File: config.mk
export PLATFORM = sky130hd
export DESIGN_NAME = scan_port_connect_control
export DESIGN_NICKNAME = d
export VERILOG_FILES = /design/src/hw/scan_port_connect_control.v
export VERILOG_INCLUDE_DIRS = /design/src /design/src/pkg
export SDC_FILE = /design/constraint.sdc
export NUM_CORES = 1
export LEC_CHECK = 0
export BUFFER_PORTS_ARGS = -buffer_cell sky130_fd_sc_hd__buf_4
export CORE_ASPECT_RATIO = 0.9
export CORE_UTILIZATION = 50
export DETAILED_ROUTE_END_ITERATION = 6
export MAX_ROUTING_LAYER = met4
export PLACE_DENSITY = 0.83
export SLEW_MARGIN = 20
export SYNTH_ARGS = -nofsm -noshare
export SYNTH_HDL_FRONTEND = slang
export SYNTH_SLANG_ARGS = --single-unit
export TNS_END_PERCENT = 20
File: constraint.sdc
create_clock -name clock -period 2.2 [get_ports clock]
set_input_delay 0.11 -clock clock [delete_from_list [all_inputs] [get_ports clock]]
set_output_delay 0.11 -clock clock [all_outputs]
set_load 0.01 [all_outputs]
File: src/pkg/scan_port_defs.vh
// Constants for the scan port connect-control block.
`ifndef SCAN_PORT_DEFS_VH
`define SCAN_PORT_DEFS_VH
`define TAP_RESET      4'h0
`define TAP_IDLE       4'h1
`define TAP_SEL_DR     4'h2
`define TAP_CAP_DR     4'h3
`define TAP_SHIFT_DR   4'h4
`define TAP_EXIT1_DR   4'h5
`define TAP_PAUSE_DR   4'h6
`define TAP_EXIT2_DR   4'h7
`define TAP_UPD_DR     4'h8
`define TAP_SEL_IR     4'h9
`define TAP_CAP_IR     4'ha
`define TAP_SHIFT_IR   4'hb
`define TAP_EXIT1_IR   4'hc
`define TAP_PAUSE_IR   4'hd
`define TAP_EXIT2_IR   4'he
`define TAP_UPD_IR     4'hf
`define ADDR_W         10
`define RESET_GLOBAL_ADDRESS      10'h000
`define DISCONNECT_GLOBAL_ADDRESS 10'h3fe
`define SYNC_GLOBAL_ADDRESS       10'h3ff
`define CONN_OFF       2'h0
`define CONN_ON        2'h1
`define CONN_RESET     2'h2
`define CONN_MULTICAST 2'h3
`define RES_NONE       3'h0
`define RES_RESET      3'h1
`define RES_MATCH      3'h2
`define RES_DISCONNECT 3'h3
`define RES_SYNC       3'h4
`define RES_NO_MATCH   3'h5
`define RES_HARD_ERROR 3'h6
`endif

File: src/hw/scan_port_connect_control.v
// Connect-control logic: primary TAP monitor, select receiver, address matcher, acknowledge.
`timescale 1ns/100ps
`include "scan_port_defs.vh"
// How it works
// Monitor starts in Test-Logic-Reset after power-up.
// Low test reset forces monitor to Test-Logic-Reset after its two-stage synchroniser, no test clock edge needed.
// Addressing accepted only in stable Reset, Idle, Pause-DR or Pause-IR.
// Addressing ignored in every Select, Capture, Shift, Exit or Update state.
// Sync address honoured only in Pause-DR or Pause-IR.
// Monitor follows standard TAP diagram on mode-select at test clock rise.
// Status from last valid address versus board and three global addresses.
// All-zero address gives RESET result and RESET status.
// Address 3fe gives DISCONNECT result and OFF status.
// Address 3ff gives sync result and MULTICAST status in pause states.
// Any other unmatched address gives NO MATCH and OFF status.
// On match send acknowledge, then enter ON and route primary to secondary.
// NO MATCH goes OFF at once, data outputs released, mode-select held.
// OFF deselects secondary chain without disturbing its TAP state.
// Disconnect code enters OFF at once, no acknowledge.
// Master disconnects, moves primary state, then selects differing chain.
// Bit pairs: high-high idle, low-low select, low-high one, high-low zero.
// Ten address bits least significant first, framed by idle and select.
// TAP state change mid-protocol aborts and resets the receiver.
// Connect status holds until the next complete protocol, a hard error or a test reset.
// Board address sampled at the moment of comparison.
module scan_port_connect_control (
  input wire clock,
  input wire rst_b,
  input wire primary_test_clock,
  input wire primary_test_reset_n,
  input wire primary_mode_select,
  input wire primary_serial_in,
  input wire secondary_serial_in,
  input wire [9:0] board_address_inputs,
  output reg primary_serial_out_q,
  output reg primary_serial_out_oe_q,
  output reg secondary_serial_out_q,
  output reg secondary_serial_out_oe_q,
  output reg secondary_mode_select_q,
  output reg [1:0] connect_status_q,
  output reg [2:0] protocol_result_q,
  output reg [3:0] tap_state_q
);
////////////////////////////////////////////////////////////////////////////////
reg [2:0] tck_sync_q;
reg [1:0] trst_sync_q;
reg [1:0] tms_sync_q;
reg [1:0] tdi_sync_q;
reg [1:0] sin_sync_q;
reg [9:0] addr_sync1_q;
reg [9:0] addr_sync2_q;
wire tck_rise;
wire tck_fall;
wire trst_n;
wire tms;
wire tdi;
assign tck_rise = tck_sync_q[1] & ~tck_sync_q[2];
assign tck_fall = ~tck_sync_q[1] & tck_sync_q[2];
assign trst_n = trst_sync_q[1];
assign tms = tms_sync_q[1];
assign tdi = tdi_sync_q[1];

always @(posedge clock or negedge rst_b) begin
  if (!rst_b) begin
    tck_sync_q <= 3'h0;
    trst_sync_q <= 2'h3;
    tms_sync_q <= 2'h3;
    tdi_sync_q <= 2'h3;
    sin_sync_q <= 2'h3;
    addr_sync1_q <= 10'h000;
    addr_sync2_q <= 10'h000;
  end else begin
    tck_sync_q <= {tck_sync_q[1:0], primary_test_clock};
    trst_sync_q <= {trst_sync_q[0], primary_test_reset_n};
    tms_sync_q <= {tms_sync_q[0], primary_mode_select};
    tdi_sync_q <= {tdi_sync_q[0], primary_serial_in};
    sin_sync_q <= {sin_sync_q[0], secondary_serial_in};
    addr_sync1_q <= board_address_inputs;
    addr_sync2_q <= addr_sync1_q;
  end
end

////////////////////////////////////////////////////////////////////////////////
// Standard TAP next-state function.
function [3:0] tap_next;
  input [3:0] s;
  input m;
  begin
    case (s)
      `TAP_RESET: tap_next = m ? `TAP_RESET : `TAP_IDLE;
      `TAP_IDLE: tap_next = m ? `TAP_SEL_DR : `TAP_IDLE;
      `TAP_SEL_DR: tap_next = m ? `TAP_SEL_IR : `TAP_CAP_DR;
      `TAP_CAP_DR: tap_next = m ? `TAP_EXIT1_DR : `TAP_SHIFT_DR;
      `TAP_SHIFT_DR: tap_next = m ? `TAP_EXIT1_DR : `TAP_SHIFT_DR;
      `TAP_EXIT1_DR: tap_next = m ? `TAP_UPD_DR : `TAP_PAUSE_DR;
      `TAP_PAUSE_DR: tap_next = m ? `TAP_EXIT2_DR : `TAP_PAUSE_DR;
      `TAP_EXIT2_DR: tap_next = m ? `TAP_UPD_DR : `TAP_SHIFT_DR;
      `TAP_UPD_DR: tap_next = m ? `TAP_SEL_DR : `TAP_IDLE;
      `TAP_SEL_IR: tap_next = m ? `TAP_RESET : `TAP_CAP_IR;
      `TAP_CAP_IR: tap_next = m ? `TAP_EXIT1_IR : `TAP_SHIFT_IR;
      `TAP_SHIFT_IR: tap_next = m ? `TAP_EXIT1_IR : `TAP_SHIFT_IR;
      `TAP_EXIT1_IR: tap_next = m ? `TAP_UPD_IR : `TAP_PAUSE_IR;
      `TAP_PAUSE_IR: tap_next = m ? `TAP_EXIT2_IR : `TAP_PAUSE_IR;
      `TAP_EXIT2_IR: tap_next = m ? `TAP_UPD_IR : `TAP_SHIFT_IR;
      default: tap_next = m ? `TAP_SEL_DR : `TAP_IDLE;
    endcase
  end
endfunction

// True for the four states in which the monitor may rest.
function stable_state;
  input [3:0] s;
  begin
    stable_state = (s == `TAP_RESET) | (s == `TAP_IDLE) |
                   (s == `TAP_PAUSE_DR) | (s == `TAP_PAUSE_IR);
  end
endfunction

wire [3:0] tap_d;
wire stays;
wire enabled;
wire in_pause;
assign tap_d = tap_next(tap_state_q, tms);
assign stays = (tap_d == tap_state_q);
assign enabled = stable_state(tap_state_q) & stays & trst_n;
assign in_pause = (tap_state_q == `TAP_PAUSE_DR) | (tap_state_q == `TAP_PAUSE_IR);

always @(posedge clock or negedge rst_b) begin
  if (!rst_b) begin
    tap_state_q <= `TAP_RESET;
  end else if (!trst_n) begin
    tap_state_q <= `TAP_RESET;
  end else if (tck_rise) begin
    tap_state_q <= tap_d;
  end
end

////////////////////////////////////////////////////////////////////////////////
// Select receiver and acknowledge transmitter.
localparam RX_IDLE = 3'h0;
localparam RX_SEL = 3'h1;
localparam RX_DATA = 3'h2;
localparam RX_END = 3'h3;
localparam TX_RUN = 3'h4;

reg [2:0] rx_q;
reg half_q;
reg first_q;
reg [9:0] addr_q;
reg [4:0] cnt_q;
reg all1_q;
reg all0_q;
reg [3:0] tx_idx_q;
reg [29:0] ack_bits_q;

// Acknowledge frame I S D*10 S I I as a 30-bit level stream, LSB sent first.
function [29:0] ack_frame;
  input [9:0] a;
  integer i;
  begin
    ack_frame = 30'h0;
    ack_frame[1:0] = 2'h3;
    ack_frame[3:2] = 2'h0;
    for (i = 0; i < 10; i = i + 1) begin
      ack_frame[4 + 2 * i] = ~a[i];
      ack_frame[5 + 2 * i] = a[i];
    end
    ack_frame[25:24] = 2'h0;
    ack_frame[27:26] = 2'h3;
    ack_frame[29:28] = 2'h3;
  end
endfunction

wire [1:0] pair;
assign pair = {first_q, tdi};

always @(posedge clock or negedge rst_b) begin
  if (!rst_b) begin
    rx_q <= RX_IDLE;
    half_q <= 1'b0;
    first_q <= 1'b1;
    addr_q <= 10'h000;
    cnt_q <= 5'h00;
    all1_q <= 1'b1;
    all0_q <= 1'b1;
    tx_idx_q <= 4'h0;
    ack_bits_q <= 30'h0;
    connect_status_q <= `CONN_OFF;
    protocol_result_q <= `RES_NONE;
    primary_serial_out_q <= 1'b1;
    primary_serial_out_oe_q <= 1'b0;
    secondary_serial_out_q <= 1'b1;
    secondary_serial_out_oe_q <= 1'b0;
    secondary_mode_select_q <= 1'b1;
  end else if (!trst_n) begin
    rx_q <= RX_IDLE;
    half_q <= 1'b0;
    connect_status_q <= `CONN_RESET;
    primary_serial_out_oe_q <= 1'b0;
    secondary_serial_out_oe_q <= 1'b0;
    secondary_mode_select_q <= 1'b1;
  end else begin
    // Output routing follows the connect status; serial data changes on the falling edge.
    case (connect_status_q)
      `CONN_ON: begin
        secondary_mode_select_q <= tms;
        secondary_serial_out_oe_q <= 1'b1;
        if (rx_q != TX_RUN) begin
          primary_serial_out_oe_q <= 1'b1;
          if (tck_fall) primary_serial_out_q <= sin_sync_q[1];
        end
        if (tck_fall) secondary_serial_out_q <= tdi;
      end
      `CONN_MULTICAST: begin
        secondary_mode_select_q <= tms;
        secondary_serial_out_oe_q <= 1'b1;
        if (rx_q != TX_RUN) primary_serial_out_oe_q <= 1'b0;
        if (tck_fall) secondary_serial_out_q <= tdi;
      end
      `CONN_RESET: begin
        secondary_mode_select_q <= 1'b1;
        secondary_serial_out_oe_q <= 1'b0;
        if (rx_q != TX_RUN) primary_serial_out_oe_q <= 1'b0;
      end
      default: begin
        secondary_serial_out_oe_q <= 1'b0;
        if (rx_q != TX_RUN) primary_serial_out_oe_q <= 1'b0;
      end
    endcase
    if (tck_rise) begin
      if (rx_q == TX_RUN) begin
        if (!stays || !stable_state(tap_state_q)) begin
          rx_q <= RX_IDLE;
          protocol_result_q <= `RES_HARD_ERROR;
          connect_status_q <= `CONN_OFF;
          primary_serial_out_oe_q <= 1'b0;
        end else if (half_q && tx_idx_q == 4'he) begin
          rx_q <= RX_IDLE;
          half_q <= 1'b0;
          primary_serial_out_oe_q <= 1'b0;
          connect_status_q <= `CONN_ON;
        end else begin
          half_q <= ~half_q;
          if (half_q) tx_idx_q <= tx_idx_q + 4'h1;
        end
      end else if (!enabled) begin
        if (rx_q == RX_DATA || rx_q == RX_END) begin
          protocol_result_q <= `RES_HARD_ERROR;
          connect_status_q <= `CONN_OFF;
        end
        rx_q <= RX_IDLE;
        half_q <= 1'b0;
      end else if (!half_q) begin
        first_q <= tdi;
        half_q <= 1'b1;
      end else begin
        half_q <= 1'b0;
        case (rx_q)
          RX_IDLE: if (pair == 2'h0) begin
            rx_q <= RX_SEL;
            cnt_q <= 5'h00;
            addr_q <= 10'h000;
            all1_q <= 1'b1;
            all0_q <= 1'b1;
          end else if (pair == 2'h3) begin
            rx_q <= RX_IDLE;
          end else begin
            half_q <= 1'b1; // Realign pair framing on a stray data pair.
            first_q <= tdi;
          end
          RX_SEL, RX_DATA: begin
            if (pair == 2'h1 || pair == 2'h2) begin
              rx_q <= RX_DATA;
              if (cnt_q < 5'd10) addr_q[cnt_q[3:0]] <= (pair == 2'h1);
              if (cnt_q != 5'h1f) cnt_q <= cnt_q + 5'h01;
              all1_q <= all1_q & (pair == 2'h1);
              all0_q <= all0_q & (pair == 2'h2);
            end else if (pair == 2'h0) begin
              rx_q <= (rx_q == RX_DATA) ? RX_END : RX_SEL;
            end else begin
              if (rx_q == RX_DATA) begin
                protocol_result_q <= `RES_HARD_ERROR;
                connect_status_q <= `CONN_OFF;
              end
              rx_q <= RX_IDLE;
            end
          end
          RX_END: begin
            rx_q <= RX_IDLE;
            if (pair != 2'h3) begin
              protocol_result_q <= `RES_HARD_ERROR;
              connect_status_q <= `CONN_OFF;
            end else if (all0_q && cnt_q >= 5'd10) begin
              protocol_result_q <= `RES_RESET;
              connect_status_q <= `CONN_RESET;
            end else if (all1_q && cnt_q >= 5'd10) begin
              if (in_pause) begin
                protocol_result_q <= `RES_SYNC;
                connect_status_q <= `CONN_MULTICAST;
              end else begin
                protocol_result_q <= `RES_DISCONNECT;
                connect_status_q <= `CONN_OFF;
              end
            end else if (cnt_q != 5'd10) begin
              protocol_result_q <= `RES_HARD_ERROR;
              connect_status_q <= `CONN_OFF;
            end else if (addr_q == `DISCONNECT_GLOBAL_ADDRESS) begin
              protocol_result_q <= `RES_DISCONNECT;
              connect_status_q <= `CONN_OFF;
            end else if (addr_q == addr_sync2_q) begin
              protocol_result_q <= `RES_MATCH;
              connect_status_q <= `CONN_OFF;
              rx_q <= TX_RUN;
              tx_idx_q <= 4'h0;
              ack_bits_q <= ack_frame(addr_q);
              primary_serial_out_oe_q <= 1'b1;
            end else begin
              protocol_result_q <= `RES_NO_MATCH;
              connect_status_q <= `CONN_OFF;
            end
          end
          default: rx_q <= RX_IDLE;
        endcase
      end
    end
    // Acknowledge levels change on the falling test clock edge.
    if (rx_q == TX_RUN && tck_fall) begin
      primary_serial_out_q <= ack_bits_q[{tx_idx_q, 1'b0} + {4'h0, half_q}];
    end
  end
end

endmodule // scan_port_connect_control

; ---- After elaboration in Yosys (flattened, before gate mapping)
; Index checks and enable logic that the tools add are counted.
[totals]
register_bits = 94
[classes]
n_addsub = 3
n_reduce_logical = 39
bitwise_logic = 29
n_lt_le_gt_ge = 5
mux = 136
n_eq_ne = 62
[ops]
columns = operator, count
row1 = 2-to-1 mux 3 bit, 32
row2 = 2-to-1 mux 4 bit, 19
row3 = 2-to-1 mux 1 bit, 46
row4 = case mux 4 bit (11 select lines), 1
row5 = 2-to-1 mux 2 bit, 21
row6 = 2-to-1 mux 10 bit, 3
row7 = == test 4 bit (second input constant), 7
row8 = AND reduction 9 bit, 3
row9 = != test 2 bit (second input constant), 10
row10 = != test 5 bit (second input constant), 4
row11 = case mux 10 bit (2 select lines), 1
row12 = inverter 1 bit, 19
row13 = nonzero test 2 bit, 9
row14 = == test 4 x 3 -> 1 bit (second input constant), 4
row15 = != test 4 bit (second input constant), 4
row16 = AND reduction 8 bit, 2
row17 = 2-to-1 mux 5 bit, 3
row18 = != test 2 x 1 -> 1 bit (second input constant), 7
row19 = AND reduction 14 bit, 1
row20 = AND reduction 12 bit, 1
row21 = bitwise mux 10 bit, 1
row22 = == test 10 bit, 1
row23 = == test 10 bit (second input constant), 1
row24 = case mux 5 bit (2 select lines), 1
row25 = 44 further kinds, 73

; ---- Longest topological paths before layout
; Gate-level depths: netlist of the first run.
[depth]
depth_word = 15
mapped_depth = 10
depth_no_buf = 8

; ---- Worst setup path before layout of the first run
; OpenSTA, ideal clock, no wires.
[synth_timing]
path_type = reg2reg
from = register tap_state_q[2]
to = register ack_bits_q[11]
t_arrival_ns = 2.268
path_slack_ns = -0.193
t_required_ns = 2.075
path_stages_with_launch = 9
synth_period_minus_slack_ns = 2.393
setup_time_ns = 0.125
path_cell_list = dfrtp_1 -> buf_6 -> xor2_2 -> o311a_4 -> nor4b_4 -> or3b_1 -> buf_2 -> buf_6 -> mux2_4
[synth_between]
elab_chain_len = 7
[synth_rtl]
columns = element, line_no
row1 = from (decl), scan_port_connect_control.v:42  ; output reg [3:0] tap_state_q
row2 = from (signal assigned), scan_port_connect_control.v:130  ; tap_state_q <= `TAP_RESET;
row3 = from (signal assigned), scan_port_connect_control.v:132  ; tap_state_q <= `TAP_RESET;
row4 = from (signal assigned), scan_port_connect_control.v:134  ; tap_state_q <= tap_d;
row5 = "== test 4 bit, or another cell as far along", scan_port_connect_control.v:89  ; case (s)
row6 = OR reduction 2 bit (no line) or bitwise OR 1 bit (tied branches), n/a
row7 = case mux 4 bit (11 select lines) or bitwise OR 1 bit (tied branches), "scan_port_connect_control.v:89, scan_port_connect_control.v:114"
row8 = == test 4 bit or bitwise OR 1 bit (tied branches), "scan_port_connect_control.v:124, scan_port_connect_control.v:114"
row9 = bitwise AND 1 bit * (2 in a row), scan_port_connect_control.v:125  ; assign enabled = stable_state(tap_state_q) & stays & trst_n;
row10 = AND reduction 12 bit (no line) *, n/a
row11 = to (signal assigned), scan_port_connect_control.v:315  ; ack_bits_q <= ack_frame(addr_q);
row12 = to (decl), scan_port_connect_control.v:154  ; reg [29:0] ack_bits_q;
; Every way passes the cells marked *; elsewhere a longest branch is shown, timed or not.
; A chain may end at the register's enable or synchronous reset.

; ---- Worst setup path after layout of the first run
[layout_timing]
from = register first_q
to = register ack_bits_q[17]
[layout_between]
elab_chain_len = 3
[layout_rtl]
columns = element, line_no
row1 = from (decl), scan_port_connect_control.v:148  ; reg first_q;
row2 = from (signal assigned), scan_port_connect_control.v:254  ; first_q <= tdi;
row3 = from (signal assigned), scan_port_connect_control.v:269  ; first_q <= tdi;
row4 = != test 2 bit, scan_port_connect_control.v:290  ; if (pair != 2'h3) begin
row5 = inverter 1 bit (no line), n/a
row6 = AND reduction 12 bit (no line), n/a
; Every way passes these cells.

==> metrics.md, run 1 <==
| Metric | Value |
|---|---|
| Min Clock Period, post-route | `2.24 ns` |
| Startpoint Class | `flip-flop` |
| Fillers | `661` |
| Routed Antenna Nets | `0` |
| Count of final setup violators | `14` |
| Crit Path Category | `reg -> reg` |
| Syn_nets | `~460` |
| Critical path's slowest cell | `dfstp_2` |
| RSZ-0062 raised after global routing | `yes` |
| GPL Wtd Cong | `0.929` |
| Die span in x | `103 um` |
| Final setup TNS | `-0.380 ns` |
| Worst-Skew Late Latency | `0.37 ns` |
| Post-Route WL | `10800 um` |
| Status | `finished with violations` |
| Most common cell after layout, fill and taps aside | `buf_4` |
| Most frequent cells in the layout | `buf_4, dfrtp_1, nand2_1, o21ai_0, a21oi_1` |
| P&R area growth vs syn | `26.7%` |
| Leak | `2.61 nW` |
| FMAX | `0.446 GHz` |
| Clk root buf | `clkbuf_8` |
| Final nets | `559` |
| Synth Area in Simple Gates | `14.9%` |
| Worst slew margin | `57.5%` |
| CTS tree | `done` |
| Largest net degree at the start of global routing | `about 50` |
| Critical path's top delay family | `simple AND/OR/NAND/NOR gates` |
| Number of global-route vias before repair | `3722` |
| Failing checks | `setup timing` |
| Worst-path cell chain | `ha_2 -> and4b_1 -> and3_4 -> nand3b_1 -> or3b_4 -> buf_12 -> mux2_4` |
| Via-to-Cell Ratio | `roughly 5.7` |
| DPL Wire Length | `7350 um` |
| Share of layout cells above drive strength 1 | `32.3%` |
| Grt ovf | `0` |
| Syn Inst Count | `435` |
| Core ar. | `0.00873 mm^2` |
| Initial drt markers | `between 200 and 250` |
| Synth Area in Adders | `approximately 3.3%` |
| Starting Density | `52.5%` |
| H-tree Lvls | `3` |
| Clk pin slew, worst setup/hold paths | `approximately 0.10 ns` |
| Synthesized area | `0.00458 mm^2` |
| Worst Skew | `0.0122 ns` |
| Crit-path max FO | `27` |
| MaxCap Viol Count | `0` |
| WL/cell | `16.6 um` |
| Total GRT Usage | `25.6%` |
| Critical Path RT | `2.46 ns` |
| Area post-placement | `~0.0053 mm^2` |
| P per Cell Area | `590 mW/mm^2` |
| WP buf/inv | `1` |
| Post-synthesis mux area share | `7.21%` |
| Port-buffer cells | `30` |
| Worst vdd ir | `369 uV` |
| FF+latch area | `0.00232 mm^2` |
| Final WS setup | `-0.0429 ns` |
| PnR Total Power | `3.43 mW` |
| Fin cells | `around 650` |
| Post-synth EDFFs | `0` |
| Vias | `3739` |
| Async set-reset flop share out of synthesis | `100%` |
| Syn. warnings | `0` |
| Main synth FF type | `dfrtp_1` |
| Max Root-Sink Buffers | `2` |
| I/O pin cnt | `31` |
| Arrival @ worst endpoint | `2.50 ns` |
| XOR/XNOR Fraction of Synth Area | `between 2 and 3%` |
| Die height | `92.8 um` |
| Area of the multi-input gates | `0.00216 mm^2` |
| Initial antenna violation count | `0` |
| Crit share post-route | `102%` |
| Slew @ Worst Pin | `0.636 ns` |
| Final Max Tran Viols | `0` |
| Yosys cell types | `60` |
| Inserted Clock Buffers | `9` |
| Placement Rows | `32` |
| Fin. Hold Viols | `0` |
| DRC | `0` |
| Delay of the slowest critical-path stage | `0.57 ns` |
| Hold crit path type | `in -> async` |
| CTS sink count | `92` |
| Seq/Total Area, Yosys | `50.6%` |
| Post-Syn Area per Cell | `~11 um^2` |
| Die ar. | `0.00955 mm^2` |
| Diodes inserted | `0` |
| Post-synthesis register bit count | `approximately 90` |
| Worst setup EP type | `flip-flop` |
| Hold_ws | `roughly 0.25 ns` |
| Global-route wire length before repair | `18100 um` |
| Router iterations before antenna repair | `5` |
| Largest family of logic cells by synthesized area | `compound AO/OA/AOI/OAI gates` |
| Post-synthesis compound-gate area fraction | `17.3%` |
| Design area | `0.00580 mm^2` |
| Cell Count Post-Placement | `620` |
-- cell type report --
| cell class | count | share of cell area [%] |
|---|---|---|
| multi-input cells | 300 | 37.2 |
| clock buffers | 9 | 2.13 |
| clock inverters | 7 | 1.81 |
| flip-flops and latches | 92 | 40.0 |
| inverters | 19 | 1.23 |
| repair buffers | 108 | 15.1 |
| well taps | 119 | 2.57 |
-- through the flow --
step	worst slack [ns]	util, %
CTS	-0.0573	65.9
floorplan	-0.132	-
finish	-0.0429	66.5
global placement	-0.0489	61.0
detailed placement	-0.104	61.0
global route	-0.158	66.5
-- sequential cells by signal (all words and copies together) (netlist names), 2 cells and up --
signal             flops
trst_sync_q            2
tms_sync_q             2
addr_sync1_q          10
addr_q                10
tdi_sync_q             2
protocol_result_q      3
tck_sync_q             3
ack_bits_q            21
cnt_q                  5
connect_status_q       2
sin_sync_q             2
rx_q                   3
addr_sync2_q          10
tx_idx_q               4
tap_state_q            4
-- cell usage after synthesis, drive strengths merged, types with 6 or more instances --
| cell | count | area, um^2 |
|---|---|---|
| dfrtp | 78 | 1950 |
| o21ai | 48 | 240 |
| nand2 | 32 | 120 |
| a21oi | 31 | 155 |
| nor2 | 22 | 82.6 |
| clkbuf | 19 | 71.3 |
| inv | 19 | 71.3 |
| dfstp | 14 | 368 |
| mux2 | 13 | 180 |
| ha | 12 | 150 |
| nand3 | 12 | 60.1 |
| xor2 | 12 | 113 |
| nand4 | 11 | 68.8 |
| a21bo | 8 | 80.1 |
| nor3 | 8 | 40.0 |
| nand2b | 7 | 43.8 |
| mux2i | 6 | 60.1 |
| nor3b | 6 | 50.1 |
-- power breakdown --
| part | switching [mW] | leakage [nW] | internal (mW) |
|---|---|---|---|
| Sequential | 0.0338 | 1.18 | 1.75 |
| Clock | 0.635 | 0.113 | 0.659 |
| Combinational | 0.186 | 1.32 | 0.163 |
-- cells by family (layout without fill, tap and decap cells) --
kind of cell | count (synthesis) | after routing
AOI/OAI and AO/OA | 126 | 126
xor gates and xnor gates | 13 | 13
adders and majority gates | 12 | 12
buffers and inverters | 43 | 143
DFF | 92 | 92
muxes | 23 | 23
and+or+nand+nor | 126 | 126
-- worst reg2reg max path, stage by stage, from the launching register on --
cell,delay (ns)
dfstp_2,0.57
ha_2,0.18
and4b_1,0.21
and3_4,0.20
nand3b_1,0.10
or3b_4,0.39
buf_12,0.17
mux2_4,0.31
-- what timing repair did --
| action | CTS | global route |
|---|---|---|
| resized for setup | 14 | 21 |
| pin swaps | 1 | 1 |
| endpoints found under the hold margin | 49 | 0 |
| endpoints found under the setup margin | 27 | 37 |
| setup buffers | 1 | 1 |
| hold buffers | 16 | 0 |
-- per-layer routing --
metal / wire length [um] / up-vias / GRT usage [%]
met5: 0 / - / -
met4: 196 / 0 / 8.22
met3: 560 / 15 / 5.89
met2: 5180 / 127 / 39.2
met1: 4890 / 1837 / 33.7
li1: - / 1760 / -
-- path summary, 6_finish.rpt --
| check | from | end | slack [ns] | depth (start not counted) |
|---|---|---|---|---|
| worst min register to register | addr_sync1_q[5] | addr_sync2_q[5] | 0.35 | 0 |
| worst max register to register | first_q | ack_bits_q[17] | -0.04 | 7 |
| worst max-delay path | first_q | ack_bits_q[17] | -0.04 | 7 |
| max in group asynchronous | rst_b | sin_sync_q[1] | 1.24 | 3 |
| worst min-delay path | rst_b | addr_sync2_q[7] | 0.25 | 2 |
| min in group clock | addr_sync1_q[5] | addr_sync2_q[5] | 0.35 | 0 |
Power figures use the tool's default switching activity.
==> run 2: changes to the inputs <==
--- a/config.mk
+++ b/config.mk
@@ -7,11 +7,11 @@
 export NUM_CORES = 1
 export LEC_CHECK = 0
 export BUFFER_PORTS_ARGS = -buffer_cell sky130_fd_sc_hd__buf_4
-export CORE_ASPECT_RATIO = 0.9
-export CORE_UTILIZATION = 50
+export CORE_ASPECT_RATIO = 1.1
+export CORE_UTILIZATION = 54
 export DETAILED_ROUTE_END_ITERATION = 6
 export MAX_ROUTING_LAYER = met4
-export PLACE_DENSITY = 0.83
+export PLACE_DENSITY = 0.87
 export SLEW_MARGIN = 20
 export SYNTH_ARGS = -nofsm -noshare
 export SYNTH_HDL_FRONTEND = slang
==> constraint.sdc (replaced) <==
create_clock -name clock -period 2.2 [get_ports clock]
set_input_delay 0.33 -clock clock [delete_from_list [all_inputs] [get_ports clock]]
set_output_delay 0.33 -clock clock [all_outputs]
set_load 0.01 [all_outputs]
==> metrics.md, run 2 (synthesis gave the netlist of run 1 again) <==
| Metric | Value |
|---|---|
| Status | `finished with violations` |
| Failing checks | `setup timing` |
| Placement Rows | `34` |
| Global-route wire length before repair | `18200 um` |
| Worst-path cell chain | `xor2_2 -> o311a_4 -> nor4b_4 -> or3b_4 -> buf_12 -> mux2_4` |
| Leak | `about 2.5 nW` |
| Die ar. | `0.00886 mm^2` |
| Fillers | `561` |
| Initial drt markers | `278` |
| Die span in x | `89.8 um` |
| Final nets | `541` |
| Arrival @ worst endpoint | `2.52 ns` |
| Vias | `3732` |
| H-tree Lvls | `3` |
| Max Root-Sink Buffers | `2` |
| Slew @ Worst Pin | `0.658 ns` |
| Initial antenna violation count | `0` |
| Worst-Skew Late Latency | `0.37 ns` |
| Area of the multi-input gates | `0.00220 mm^2` |
| Crit Path Category | `reg -> reg` |
| Hold crit path type | `in -> reg` |
| Delay of the slowest critical-path stage | `0.43 ns` |
| Final setup TNS | `-0.534 ns` |
| Min Clock Period, post-route | `~2.3 ns` |
| Number of global-route vias before repair | `3700` |
| Most common cell after layout, fill and taps aside | `buf_4` |
| Reg2Reg Setup Slack | `-0.06 ns` |
| Crit-path max FO | `31` |
| P per Cell Area | `583 mW/mm^2` |
| DRC | `0` |
| Critical path's slowest cell | `dfrtp_1` |
| Grt ovf | `0` |
| Design area | `0.00564 mm^2` |
| Routed Antenna Nets | `0` |
| Worst slew margin | `55.7%` |
| Area post-placement | `0.00529 mm^2` |
| Share of layout cells above drive strength 1 | `between 30% and 40%` |
| Fin. Hold Viols | `0` |
| Final Max Tran Viols | `0` |
| Startpoint Class | `flip-flop` |
| Most frequent cells in the layout | `buf_4, dfrtp_1, o21ai_0, nand2_1, a21oi_1` |
| Via-to-Cell Ratio | `5.97` |
| Worst Skew | `0.0150 ns` |
| Crit share post-route | `103%` |
| Starting Density | `between 50% and 60%` |
| P&R area growth vs syn | `23.2%` |
| MaxCap Viol Count | `0` |
| Die height | `just under 100 um` |
| Hold_ws | `approximately 0.056 ns` |
| Port-buffer cells | `30` |
| Final WS setup | `-0.0620 ns` |
| Worst setup EP type | `flip-flop` |
| CTS tree | `done` |
| CTS sink count | `92` |
| FF+latch area | `0.00233 mm^2` |
| DPL Wire Length | `7380 um` |
| I/O pin cnt | `31` |
| Diodes inserted | `0` |
| Worst vdd ir | `about 440 uV` |
| Total GRT Usage | `between 20% and 30%` |
| Count of final setup violators | `12` |
| Largest net degree at the start of global routing | `58` |
| Biggest register | `ack_bits_q` |
| Clk pin slew, worst setup/hold paths | `0.11 ns` |
| Core ar. | `0.00808 mm^2` |
| Post-Route WL | `10700 um` |
| Clk root buf | `clkbuf_8` |
| FMAX | `0.442 GHz` |
| Max FFs per register | `21` |
| GPL Wtd Cong | `approximately 0.95` |
| WL/cell | `17.1 um` |
| Critical Path RT | `2.45 ns` |
| Inserted Clock Buffers | `9` |
| Router iterations before antenna repair | `5` |
| RSZ-0062 raised after global routing | `yes` |
==> run 2: path summary, 6_finish.rpt <==
path	end	from	cells after the start
setup / recovery	ack_bits_q[7]	tap_state_q[3]	6
hold / removal	addr_sync1_q[2]	board_address_inputs[2]	1
setup reg to reg	ack_bits_q[7]	tap_state_q[3]	6
hold reg to reg	addr_sync2_q[4]	addr_sync1_q[4]	0
max in group asynchronous	secondary_mode_select_q	rst_b	3
min in group asynchronous	addr_sync1_q[7]	rst_b	2
==> run 2: layout make-up <==
cell class	count	area share [%]
clock inverters	6	1.13
well taps	108	2.39
inverters	19	1.26
repair buffers	90	12.5
multi-input cells	300	39.1
flip-flops and latches	92	41.2
clock buffers	10	2.44
==> run 2: worst max-delay path: cells and delay by family, from the launching register on <==
kind                   cells  cell delay, ns
buffers and inverters      1            0.18
XOR/XNOR                   1            0.19
multiplexers               1            0.31
flip-flops                 1            0.43
AO/OA/AOI/OAI              1            0.35
AND/OR/NAND/NOR            2            0.69
==> run 2: where the power goes <==
group / internal, mW / total (mW) / leakage, nW / switching [mW]
Combinational: 0.171 / 0.364 / 1.24 / 0.193
Sequential: 1.75 / 1.79 / 1.17 / 0.0377
Clock: 0.473 / 1.14 / 0.0997 / 0.666
==> run 2: repair_timing <==
| action | CTS | global route |
|---|---|---|
| cloned | 1 | 0 |
| pin swaps | 1 | 12 |
| buffers inserted | 0 | 1 |
| setup endpoints to repair | 24 | 44 |
| hold endpoints to repair | 25 | 0 |
| gates resized for setup | 12 | 35 |
| hold buffers | 1 | 0 |
==> run 2: routing by layer <==
layer / wire, um / vias to the layer above / GRT usage, %
met5: 0 / - / -
met4: 225 / 0 / 9.08
met3: 585 / 25 / 4.40
met2: 5410 / 153 / 44.0
met1: 4480 / 1830 / 33.8
li1: - / 1724 / -
==> run 2: through the flow <==
step | setup WS [ns] | util, % | power (mW) | std cells
6_report | -0.0620 | 69.8 | 3.29 | 625
5_1_grt | -0.125 | 69.8 | 3.41 | 625
4_1_cts | -0.0657 | 68.7 | 3.28 | 624
3_5_place_dp | -0.0562 | 65.4 | 2.12 | 606
3_3_place_gp | -0.0633 | 65.4 | 2.11 | 606
2_1_floorplan | -0.132 | - | 1.96 | 435
